===== config.mk =====
export PLATFORM = sky130hd
export DESIGN_NAME = pipeline_cycle_accounting
export DESIGN_NICKNAME = d
export VERILOG_FILES = /design/src/core/cycle_acct_pkg.sv /design/src/core/pipeline_cycle_accounting.sv
export SDC_FILE = /design/constraint.sdc
export NUM_CORES = 1
export LEC_CHECK = 0
export BUFFER_PORTS_ARGS = -buffer_cell sky130_fd_sc_hd__buf_2
export CAP_MARGIN = 0
export CORE_MARGIN = 1.5
export CORE_UTILIZATION = 51
export DETAILED_ROUTE_END_ITERATION = 6
export HOLD_SLACK_MARGIN = 0.08
export PLACE_DENSITY = 0.87
export SETUP_SLACK_MARGIN = 0.5
export SLEW_MARGIN = 20
export SYNTH_ARGS = -nofsm -noshare
export SYNTH_HDL_FRONTEND = slang
export SYNTH_SLANG_ARGS = --single-unit

===== constraint.sdc =====
create_clock -name sys_clk_i -period 10.6 [get_ports sys_clk_i]
set_input_delay 1.06 -clock sys_clk_i [delete_from_list [all_inputs] [get_ports sys_clk_i]]
set_output_delay 1.06 -clock sys_clk_i [all_outputs]
set_load 0.05 [all_outputs]

===== src/core/cycle_acct_pkg.sv =====
/*
  package for the pipeline cycle accounting block: widths, timing constants
  and the packed structs that carry instruction timing descriptors and costs.
  assumes a single clock domain; the checker and the bench use it as well as the accounting core.
*/
package cycle_acct_pkg;

  // ---------------------------------------------------------------------
  // widths
  // ---------------------------------------------------------------------
  localparam int unsigned CYC_W = 16;
  localparam int unsigned K_W   = 8;

  // ---------------------------------------------------------------------
  // per-instruction figures
  // ---------------------------------------------------------------------
  localparam logic [CYC_W-1:0] ACB_EXEC_CYC       = 16'h0005;
  localparam logic signed [K_W-1:0] ACB_BREAK_K   = 8'sh01;
  localparam logic [CYC_W-1:0] CHECK_EXEC_CYC     = 16'h000A;
  localparam logic signed [K_W-1:0] CHECK_BREAK_K = -8'sh03;
  localparam logic [CYC_W-1:0] BCOND_EXEC_CYC     = 16'h0002;
  localparam logic signed [K_W-1:0] BCOND_BREAK_K = 8'sh02;
  localparam logic [CYC_W-1:0] RET_EXTRA_CYC      = 16'h0004;
  localparam logic [CYC_W-1:0] REG_MOVE_CYC       = 16'h0002;
  localparam logic [CYC_W-1:0] WB_FIRST_MIN_CYC   = 16'h0006;
  localparam logic [CYC_W-1:0] WB_FIRST_MAX_CYC   = 16'h0007;
  localparam logic [CYC_W-1:0] WB_SECOND_CYC      = 16'h0002;

  // ---------------------------------------------------------------------
  // reset values of the previous-instruction history
  // ---------------------------------------------------------------------
  localparam logic [CYC_W-1:0]      PREV_EXEC_RST  = 16'h0000;
  localparam logic [CYC_W-1:0]      PREV_FLOAT_RST = 16'h0000;
  localparam logic signed [K_W-1:0] PREV_K_RST     = 8'sh00;

  // ---------------------------------------------------------------------
  // types
  // ---------------------------------------------------------------------
  typedef enum logic [2:0] {
    INSTR_GENERIC,
    INSTR_ADD_COMPARE_BRANCH,
    INSTR_BOUNDS_CHECK,
    INSTR_COND_BRANCH,
    INSTR_RETURN,
    INSTR_FLOAT
  } instr_class_t;

  typedef struct packed {
    instr_class_t     iclass;
    logic [CYC_W-1:0] exec_unit_cycles;
    logic [CYC_W-1:0] addr_unit_cycles;
    logic             has_break;
    logic signed [K_W-1:0] break_k;
    logic             mispredicted;
    logic             branch_taken;
    logic             out_of_bounds;
    logic             overflow_trap_en;
    logic [CYC_W-1:0] trap_cycles;
    logic [CYC_W-1:0] slave_transfer_cycles;
    logic [CYC_W-1:0] slave_completion_cycles;
    logic [CYC_W-1:0] float_unit_cycles;
    logic             wait_writes;
    logic             wb_first_slow;
    logic             wb_second;
    logic [CYC_W-1:0] dependency_delay;
    logic [CYC_W-1:0] storage_delay;
  } instr_desc_t;

  typedef struct packed {
    logic [CYC_W-1:0]      hidden_gap;
    logic [CYC_W-1:0]      float_overhead_cycles;
    logic [CYC_W-1:0]      pipeline_exec_cycles;
    logic [CYC_W-1:0]      effective_cycles;
    logic signed [K_W-1:0] break_k;
    logic                  has_break;
  } instr_cost_t;

endpackage : cycle_acct_pkg


===== src/core/pipeline_cycle_accounting.sv =====
/*
  pipeline cycle accounting core: for every instruction descriptor presented
  with a valid strobe it computes the cycles the instruction costs in a
  four-stage pipeline and remembers the instruction as the predecessor of
  the next one.
  assumes descriptors come from logic on sys_clk_i; no crossing is needed.
*/
module pipeline_cycle_accounting (
  // clock and reset
  input  wire logic                          sys_clk_i,
  input  wire logic                          resetn_i,
  // instruction descriptor in
  input  wire logic                          instr_valid_i,
  input  wire cycle_acct_pkg::instr_desc_t   instr_i,
  // cost out
  output logic                               cost_valid_o,
  output cycle_acct_pkg::instr_cost_t        cost_o,
  output logic [cycle_acct_pkg::CYC_W-1:0]   total_cycles_o
);

  localparam int unsigned CW = cycle_acct_pkg::CYC_W;
  localparam int unsigned KW = cycle_acct_pkg::K_W;
  // the gap arithmetic carries the address time, a carry bit and a sign bit
  localparam int unsigned GW = CW + 2;

  // ---------------------------------------------------------------------
  // elaboration checks
  // ---------------------------------------------------------------------
  // the break value is sign-extended into the gap arithmetic, never cut
  if (KW > GW) begin : g_k_too_wide
    $error("break value wider than the gap arithmetic");
  end
  // the fixed break values run from -3 to 2: a sign bit and two more
  if (KW < 3) begin : g_k_too_narrow
    $error("break value too narrow for the fixed break values");
  end
  // the widest fixed execution time is the bounds check
  if (CW < 4) begin : g_cycles_too_narrow
    $error("cycle count too narrow for the fixed execution times");
  end
  // the break-value and execution history is cleared to values of exactly its own widths
  if ($bits(cycle_acct_pkg::PREV_K_RST) != KW
      || $bits(cycle_acct_pkg::PREV_EXEC_RST) != CW) begin : g_reset_width
    $error("history reset values do not match the history widths");
  end
  // a slow first write-buffer operand never costs less than a fast one
  if (cycle_acct_pkg::WB_FIRST_MIN_CYC > cycle_acct_pkg::WB_FIRST_MAX_CYC) begin : g_wb_order
    $error("write-buffer figures out of order");
  end

  // ---------------------------------------------------------------------
  // history of the previous instruction
  // ---------------------------------------------------------------------
  logic [CW-1:0]        prev_exec_q;
  logic [CW-1:0]        prev_float_q;
  logic signed [KW-1:0] prev_k_q;
  logic                 prev_break_q;
  logic                 prev_return_q;

  // ---------------------------------------------------------------------
  // combinational evaluation
  // ---------------------------------------------------------------------
  logic [CW-1:0]        exec_d;
  logic [CW-1:0]        float_d;
  logic [CW-1:0]        gap_d;
  logic [CW-1:0]        pipe_d;
  logic [CW-1:0]        eff_d;
  logic [CW-1:0]        wb_d;
  logic signed [KW-1:0] k_d;
  logic                 brk_d;
  // per-concern terms
  logic [CW-1:0]        trap_d;
  logic [CW-1:0]        ret_d;
  logic [CW-1:0]        wb_first_d;
  logic [CW-1:0]        wb_second_d;
  logic                 is_float_d;
  logic                 is_return_d;

  // exposed address-unit time given the predecessor
  function automatic logic [CW-1:0] unhidden(
    input logic [CW-1:0]        au,
    input logic [CW-1:0]        pexec,
    input logic [CW-1:0]        pflt,
    input logic                 pbrk,
    input logic signed [KW-1:0] pk
  );
    logic signed [GW-1:0] sum;
    // k is sign-extended so that a negative break shortens the exposed time
    sum = $signed({2'b00, au}) + GW'(pk);
    if (pbrk) begin
      // positive k holds the address unit, negative starts it early
      unhidden = (sum > 0) ? sum[CW-1:0] : '0;
    end else if ({1'b0, au} <= ({1'b0, pexec} + {1'b0, pflt})) begin
      unhidden = '0;
    end else begin
      unhidden = au - pexec;
    end
  endfunction : unhidden

  // ---------------------------------------------------------------------
  // class decode
  // ---------------------------------------------------------------------
  // class flags shared by the float and history concerns
  always_comb begin
    is_float_d  = (instr_i.iclass == cycle_acct_pkg::INSTR_FLOAT);
    is_return_d = (instr_i.iclass == cycle_acct_pkg::INSTR_RETURN);
  end

  // trap handling time, only for a bounds check whose trap is taken
  always_comb begin
    trap_d = '0;
    if (instr_i.iclass == cycle_acct_pkg::INSTR_BOUNDS_CHECK
        && instr_i.out_of_bounds && instr_i.overflow_trap_en) begin
      trap_d = instr_i.trap_cycles;
    end
  end

  // execution-unit time: fixed for the two branch classes, fixed plus any taken trap time for the bounds check
  always_comb begin
    exec_d = instr_i.exec_unit_cycles;
    unique case (instr_i.iclass)
      cycle_acct_pkg::INSTR_GENERIC: begin
        exec_d = instr_i.exec_unit_cycles;
      end
      cycle_acct_pkg::INSTR_ADD_COMPARE_BRANCH: begin
        exec_d = cycle_acct_pkg::ACB_EXEC_CYC;
      end
      cycle_acct_pkg::INSTR_BOUNDS_CHECK: begin
        exec_d = CW'(cycle_acct_pkg::CHECK_EXEC_CYC + trap_d);
      end
      cycle_acct_pkg::INSTR_COND_BRANCH: begin
        exec_d = cycle_acct_pkg::BCOND_EXEC_CYC;
      end
      cycle_acct_pkg::INSTR_RETURN: begin
        exec_d = instr_i.exec_unit_cycles;
      end
      cycle_acct_pkg::INSTR_FLOAT: begin
        exec_d = instr_i.exec_unit_cycles;
      end
      default: begin
        // codes past the last class cost what the descriptor says
        exec_d = instr_i.exec_unit_cycles;
      end
    endcase
  end

  // break status: forced for the branch-like classes
  always_comb begin
    brk_d = instr_i.has_break;
    k_d   = instr_i.break_k;
    unique case (instr_i.iclass)
      cycle_acct_pkg::INSTR_ADD_COMPARE_BRANCH: begin
        brk_d = instr_i.mispredicted;
        k_d   = cycle_acct_pkg::ACB_BREAK_K;
      end
      cycle_acct_pkg::INSTR_BOUNDS_CHECK: begin
        brk_d = 1'b1;
        k_d   = cycle_acct_pkg::CHECK_BREAK_K;
      end
      cycle_acct_pkg::INSTR_COND_BRANCH: begin
        // only a taken branch redirects the address unit
        brk_d = instr_i.branch_taken;
        k_d   = cycle_acct_pkg::BCOND_BREAK_K;
      end
      cycle_acct_pkg::INSTR_GENERIC,
      cycle_acct_pkg::INSTR_RETURN,
      cycle_acct_pkg::INSTR_FLOAT: begin
        brk_d = instr_i.has_break;
        k_d   = instr_i.break_k;
      end
      default: begin
        brk_d = instr_i.has_break;
        k_d   = instr_i.break_k;
      end
    endcase
  end

  // write-buffer stall: first pending operand, then any second one
  always_comb begin
    wb_first_d  = '0;
    wb_second_d = '0;
    if (instr_i.wait_writes) begin
      wb_first_d = instr_i.wb_first_slow ? cycle_acct_pkg::WB_FIRST_MAX_CYC
                                         : cycle_acct_pkg::WB_FIRST_MIN_CYC;
      if (instr_i.wb_second) begin
        wb_second_d = cycle_acct_pkg::WB_SECOND_CYC;
      end
    end
  end

  // the stall is one term of the pipeline time
  always_comb begin
    wb_d = CW'(wb_first_d + wb_second_d);
  end

  always_comb begin
    float_d = '0;
    if (is_float_d) begin
      // processor-side terms plus the externally supplied unit time
      float_d = CW'(instr_i.slave_transfer_cycles + instr_i.slave_completion_cycles
                    + instr_i.float_unit_cycles);
    end
  end

  // the return itself is costed from its descriptor; its flush is paid by the next one
  always_comb begin
    ret_d = '0;
    if (prev_return_q) begin
      ret_d = cycle_acct_pkg::RET_EXTRA_CYC;
    end
  end

  // every sum wraps at the cycle width
  always_comb begin
    gap_d = unhidden(instr_i.addr_unit_cycles, prev_exec_q, prev_float_q,
                     prev_break_q, prev_k_q);
    pipe_d = CW'(gap_d + exec_d + float_d + wb_d + ret_d);
    eff_d = CW'(pipe_d + instr_i.dependency_delay + instr_i.storage_delay);
  end

  // ---------------------------------------------------------------------
  // history update
  // ---------------------------------------------------------------------
  // execution and float time of the predecessor; idle cycles leave it untouched
  always_ff @(posedge sys_clk_i or negedge resetn_i) begin
    if (!resetn_i) begin
      prev_exec_q  <= cycle_acct_pkg::PREV_EXEC_RST;
      prev_float_q <= cycle_acct_pkg::PREV_FLOAT_RST;
    end else if (instr_valid_i) begin
      prev_exec_q  <= exec_d;
      prev_float_q <= float_d;
    end
  end

  // break status of the predecessor
  always_ff @(posedge sys_clk_i or negedge resetn_i) begin
    if (!resetn_i) begin
      prev_k_q     <= cycle_acct_pkg::PREV_K_RST;
      prev_break_q <= 1'b0;
    end else if (instr_valid_i) begin
      prev_k_q     <= k_d;
      prev_break_q <= brk_d;
    end
  end

  // whether the predecessor was a return
  always_ff @(posedge sys_clk_i or negedge resetn_i) begin
    if (!resetn_i) begin
      prev_return_q <= 1'b0;
    end else if (instr_valid_i) begin
      prev_return_q <= is_return_d;
    end
  end

  // ---------------------------------------------------------------------
  // registered outputs
  // ---------------------------------------------------------------------
  always_ff @(posedge sys_clk_i or negedge resetn_i) begin
    if (!resetn_i) begin
      cost_valid_o <= 1'b0;
    end else begin
      cost_valid_o <= instr_valid_i;
    end
  end

  // the cost stands until the next accepted instruction
  always_ff @(posedge sys_clk_i or negedge resetn_i) begin
    if (!resetn_i) begin
      cost_o <= '0;
    end else if (instr_valid_i) begin
      cost_o.hidden_gap            <= gap_d;
      cost_o.float_overhead_cycles <= float_d;
      cost_o.pipeline_exec_cycles  <= pipe_d;
      cost_o.effective_cycles      <= eff_d;
      cost_o.break_k               <= k_d;
      cost_o.has_break             <= brk_d;
    end
  end

  // running sum of effective time, wrapping at the cycle width
  always_ff @(posedge sys_clk_i or negedge resetn_i) begin
    if (!resetn_i) begin
      total_cycles_o <= '0;
    end else if (instr_valid_i) begin
      total_cycles_o <= CW'(total_cycles_o + eff_d);
    end
  end

endmodule : pipeline_cycle_accounting


==> flow_metrics.tcl, run 1 <==
set metrics [dict create \
    outcome "complete, no violations" \
    synth_xor_area_frac 0.0805 \
    place_congestion 0.932 \
    drt_iter0_markers 637 \
    start_util 0.523 \
    grt_usage 0.289 \
    root_buffer "clkbuf_16" \
    grt_pass1_wl_um 50500 \
    dp_hpwl_um 25600 \
    setup_viol 0 \
    clockBufferDepth 2 \
    drv_cap 0 \
    std_cell_rows 53 \
    endpoint "total_cycles_o[15]$_DFFE_PN0P_" \
    cpMaxStageDelayCell "fa_2" \
    cp-end-kind "flip-flop" \
    seq_area_frac_synth 0.242 \
    clkSinkCount 107 \
    postSynthCellCount 1175 \
    synth_top_family_by_area "adder cells" \
    required_ps 10890 \
    die-area_um2 22600 \
    core_region_area_um2 21200 \
    async_flop_share 1.00 \
    port_buffers 239 \
    drive_above_1_share 0.302 \
    use_met2 0.499 \
    max_freq_ghz 0.0964 \
    grtUsageMet1 0.368 \
    dr_total_vias 10106 \
    tightest_slew_ps 1150 \
    drcViolationCount 0 \
    die_w_um 150 \
    synth.yosys.warnings 0 \
    final_nets 1789 \
    grt_max_degree 102 \
    critPathMaxStageDelay_ps 570 \
    syn2layout_area_growth_pct 21.5 \
    io_pins 240 \
    avgViaCountPerCell 5.89 \
    syn_area_um2 11100 \
    drt-wirelength-per-cell_um 19.3 \
    start_kind "flip-flop" \
    r2r-start "cost_o[42]$_DFFE_PN0P_" \
    grt_antenna_before_repair 1 \
    drv_slew 0 \
    synth_compound_area_frac 0.167 \
    fill_cells 1645 \
    cts_made_buffers 9 \
    rrSetupSlack_ps 230 \
    busiest_layer "met2" \
    arrival_ps 10660 \
    first_pass_iters 5 \
    slew_headroom 0.236 \
    crit_type "reg2reg" \
    rr_endpoint "total_cycles_o[15]$_DFFE_PN0P_" \
    mostFrequentLayoutCells "237 x buf_2, 139 x ha_1, 105 x dfrtp_1, 97 x nor2_1, 75 x nand2_1" \
    layout_commonest_cell "buf_2" \
    rr_worst_depth 48 \
    gr-total-overflow 0 \
    h-tree-depth 3 \
    synthAdderAreaFrac 0.267 \
    syn-num-nets 1528 \
    post-route-min-period_ps 10370 \
    hold_path.class "reg2reg" \
    ys_seq_elements 107 \
    fin_cells 1717 \
    whs_path_depth 2 \
    synthMuxAreaShare 0.0699 \
    ys.flop_type "dfrtp_1" \
    crit_start "cost_o[42]$_DFFE_PN0P_" \
    ys_top_cells_by_area "dfrtp_1 24%, ha_1 17%, fa_1 10%" \
    grtUsageMet3 0.0400 \
    synthSimpleGateAreaFrac 0.138 \
    die_h_um 150 \
    fin_worst_skew_ps 14.8 \
    drt_wl_total_um 33100 \
    grt_pass1_vias 9953 \
    rsz0062_at_grt "yes" \
    ant_nets 0 \
    synth-edff-count 0 \
    cts_tree "built" \
    clk_pin_slew_worst_paths_ps 90 \
    worstSkewPairLatency_ps 370 \
    ys_types 78 \
    min_period_over_period 0.979 \
    synth_area_leader_cell "dfrtp_1" \
    synth_top_area_share 0.242 \
    cp_max_fo 4 \
    placed_cells 1672 \
    fin_util 0.636 \
    hold_viol 0 \
    synth_area_per_cell_um2 9.42 \
]
-- how the worst min path moves through the flow --
stage	from	to	slack, ps
final	cost_o[23]$_DFFE_PN0P_	cost_o[23]$_DFFE_PN0P_	500
after global placement	cost_o[36]$_DFFE_PN0P_	cost_o[36]$_DFFE_PN0P_	470
after global routing	cost_o[69]$_DFFE_PN0P_	cost_o[69]$_DFFE_PN0P_	530
after CTS	cost_o[23]$_DFFE_PN0P_	cost_o[23]$_DFFE_PN0P_	510
after floorplan	prev_exec_q[0]$_DFFE_PN0P_	prev_exec_q[0]$_DFFE_PN0P_	480
after detailed placement	cost_o[23]$_DFFE_PN0P_	cost_o[23]$_DFFE_PN0P_	470
-- timing repair --
| item | in CTS | in global routing |
|---|---|---|
| pin swaps | 26 | 58 |
| hold endpoints to repair | 0 | 0 |
| gates cloned | 0 | 0 |
| endpoints found under the setup margin | 3 | 4 |
| hold buffers | 0 | 0 |
| resized for setup | 42 | 26 |
| setup buffers | 11 | 17 |
-- layer usage --
metal  vias to the layer above  wire length (um)  part of all wire
met4                         0              1130             0.034
met2                       381             16400              0.49
li1                       4727                 -                 -
met3                        74              2280             0.069
met1                      4924             13300              0.40
met5                         -                 0                 0
-- cell families (layout without fill, tap and decap cells) --
group	after synthesis	count (layout)
simple gates	314	314
xor+xnor	100	100
other cells	0	1
mux	68	68
compound gates	280	280
buf+inv	103	369
fa+ha+maj	203	203
flops	107	107
-- Yosys cell counts (all sizes together) (5+ instances only) --
cell / number
ha: 147
dfrtp: 107
nor2: 102
a21oi: 76
inv: 75
nand2: 75
xnor2: 67
o21ai: 62
mux2: 61
fa: 56
xor2: 33
a21o: 27
nand3: 22
nor3: 22
clkbuf: 19
o21bai: 16
nand2b: 15
nor2b: 13
and3: 11
nand4: 11
o211ai: 10
o21a: 10
a211oi: 9
a22o: 8
buf: 8
or2: 8
a31oi: 7
mux2i: 7
and2: 6
o2111ai: 6
o22ai: 6
or3: 6
o31ai: 5
o41ai: 5
-- sequential cells by signal, summed over array words and instances, names as in the netlist --
register and flops:
cost_valid_o 1, prev_return_q 1, prev_exec_q 16, cost_o 73
total_cycles_o 16
-- critical path, delay by kind of cell, from the launching register on --
family,cells,cell delay (ps)
muxes,1,120
AOI/OAI and AO/OA,16,2840
DFF,1,440
buffers and inverters,5,600
adders and majority gates,10,3780
xor gates and xnor gates,3,520
and+or+nand+nor,13,2000
-- final cells by class --
cell class	instances	area, um^2	share of cell area
multi-input combinational	965	8340	0.620
clock inverter	6	62.6	0.00465
timing repair buffer	277	1500	0.111
sequential	107	2680	0.199
antenna	1	2.50	0.000186
inverter	76	287	0.0213
tap	275	344	0.0256
clock buffer	10	239	0.0178
-- metrics by stage --
| step | setup slack [ps] | hold WS (ps) | setup TNS [ps] | instance area, um^2 |
|---|---|---|---|---|
| 2_1_floorplan | 558 | 482 | 0 | 11100 |
| 5_1_grt | -100 | 527 | -100 | 13400 |
| 3_5_place_dp | -76.0 | 471 | -76.0 | 12600 |
| 4_1_cts | 503 | 508 | 0 | 13200 |
| 6_report | 226 | 505 | 0 | 13400 |
| 3_3_place_gp | 217 | 474 | 0 | 12600 |
Power of run 1 is not shown: default switching activity piles up to over one toggle a cycle in this logic, so the estimate is an artifact.
==> run 2, diff against run 1 <==
==> constraint.sdc (replaced) <==
create_clock -name sys_clk_i -period 10.6 [get_ports sys_clk_i]
set_input_delay 2.12 -clock sys_clk_i [delete_from_list [all_inputs] [get_ports sys_clk_i]]
set_output_delay 2.12 -clock sys_clk_i [all_outputs]
set_load 0.05 [all_outputs]
==> flow_metrics.tcl, run 2 (synthesized netlist as in run 1, its figures left out) <==
set metrics [dict create \
    multi_input_area_um2 8470 \
    h-tree-depth 3 \
    port_buffers 239 \
    io_pins 240 \
    drt_iter0_markers 612 \
    hold_buffers 0 \
    min_period_over_period 0.967 \
    grt_max_degree 88 \
    start_kind "flip-flop" \
    cp_max_fo 5 \
    diodes 0 \
    final_nets 1802 \
    grt_pass1_wl_um 50900 \
    regMostFlops "cost_o" \
    slew_headroom 0.365 \
    arrival_ps 10550 \
    final_cell_area_um2 13700 \
    max_freq_ghz 0.0976 \
    grtUsageMet3 0.0709 \
    drt-wirelength-per-cell_um 19.6 \
    drcViolationCount 0 \
    rrSetupSlack_ps 350 \
    r2r-start "prev_exec_q[0]$_DFFE_PN0P_" \
    placed_cells 1683 \
    rr_endpoint "total_cycles_o[15]$_DFFE_PN0P_" \
    use_met2 0.494 \
    grtUsageMet1 0.345 \
    hold_path.class "reg2reg" \
    setup_viol 0 \
    hold_end "cost_o[36]$_DFFE_PN0P_" \
    cts_made_buffers 9 \
    grt_usage 0.292 \
    clkSinkCount 107 \
    place_congestion 0.922 \
    crit_type "reg2reg" \
    die_h_um 150 \
    post-route-min-period_ps 10250 \
    hold_ws_ps 500 \
    rr_worst_depth 49 \
    dp_hpwl_um 26400 \
    start_util 0.523 \
    drv_cap 0 \
    layout_commonest_cell "buf_2" \
    drive_above_1_share 0.318 \
    core_region_area_um2 21200 \
    path_common_cell "a21oi_2" \
    critPathMaxStageDelay_ps 520 \
    ant_nets 0 \
    gr-total-overflow 0 \
    fill_cells 1595 \
    std_cell_rows 53 \
    rsz0062_at_grt "yes" \
    whs_path_depth 2 \
    cp-end-kind "flip-flop" \
    dr_total_vias 10244 \
    reg_top3 "cost_o x73, prev_exec_q x16, total_cycles_o x16" \
    outcome "complete, no violations" \
    worstHoldStart "cost_o[36]$_DFFE_PN0P_" \
    syn2layout_area_growth_pct 23.5 \
    clockBufferDepth 2 \
    fin_worst_skew_ps 17.9 \
    worstSkewPairLatency_ps 380 \
    tightest_slew_ps 953 \
    cts_tree "built" \
    hold_viol 0 \
    root_buffer "clkbuf_16" \
    drt_wl_total_um 33900 \
    ff_latch_area_um2 2680 \
    fin_cells 1729 \
    die-area_um2 22600 \
    place_area_um2 12700 \
    cpMaxStageDelayCell "fa_1" \
    avgViaCountPerCell 5.92 \
    largest_reg_flops 73 \
    required_ps 10910 \
    clk_pin_slew_worst_paths_ps 90 \
    mostFrequentLayoutCells "237 x buf_2, 138 x ha_1, 104 x dfrtp_1, 96 x nor2_1, 75 x nand2_1" \
    die_w_um 150 \
    first_pass_iters 6 \
    drv_slew 0 \
    tns_ps 0 \
    grt_antenna_before_repair 0 \
    busiest_layer "met2" \
    grt_pass1_vias 10258 \
]
run 2: timing repair:
item / in CTS / in global routing
setup buffers: 7 / 23
gates resized for setup: 45 / 42
endpoints found under the setup margin: 3 / 6
pin swaps: 20 / 60
cloned: 0 / 0
hold endpoints to repair: 0 / 0
run 2: area by class of cell:
cell class,instances,share of cell area
Clock buffer,9,0.0165
Sequential cell,107,0.196
Clock inverter,7,0.00577
Timing Repair Buffer,290,0.116
Tap cell,275,0.0252
Inverter,76,0.0210
Multi-Input combinational cell,965,0.620
run 2: how the worst max path moves through the flow:
stage / startpoint / end / slack (ps) / depth (start not counted)
after floorplan: cost_o[42]$_DFFE_PN0P_ / total_cycles_o[15]$_DFFE_PN0P_ / 560 / 48
after global placement: instr_i[113] / total_cycles_o[15]$_DFFE_PN0P_ / 100 / 38
after detailed placement: instr_i[113] / total_cycles_o[15]$_DFFE_PN0P_ / -220 / 42
after CTS: prev_exec_q[1]$_DFFE_PN0P_ / total_cycles_o[15]$_DFFE_PN0P_ / 500 / 47
after global routing: prev_exec_q[0]$_DFFE_PN0P_ / total_cycles_o[15]$_DFFE_PN0P_ / -110 / 53
final: prev_exec_q[0]$_DFFE_PN0P_ / total_cycles_o[15]$_DFFE_PN0P_ / 350 / 49
run 2: critical path, delay by kind of cell (launching register included):
family	cells	cell delay (ps)
mux	1	310
fa+ha+maj	10	3550
simple gates	8	1070
xor+xnor	3	440
compound gates	20	3500
flops	1	440
buf+inv	7	870
run 2: layer usage:
layer / wire, um / vias to the layer above
li1: - / 4764
met1: 12900 / 4876
met2: 16200 / 473
met3: 2910 / 131
met4: 1910 / 0
met5: 0 / -
run 2: per-stage QoR:
| stage | util | setup slack, ps |
|---|---|---|
| 2_1_floorplan | - | 558 |
| 3_3_place_gp | 0.599 | 98.7 |
| 3_5_place_dp | 0.599 | -218 |
| 4_1_cts | 0.627 | 505 |
| 5_1_grt | 0.646 | -105 |
| 6_report | 0.646 | 350 |
Power of run 2 is left out for the same reason.
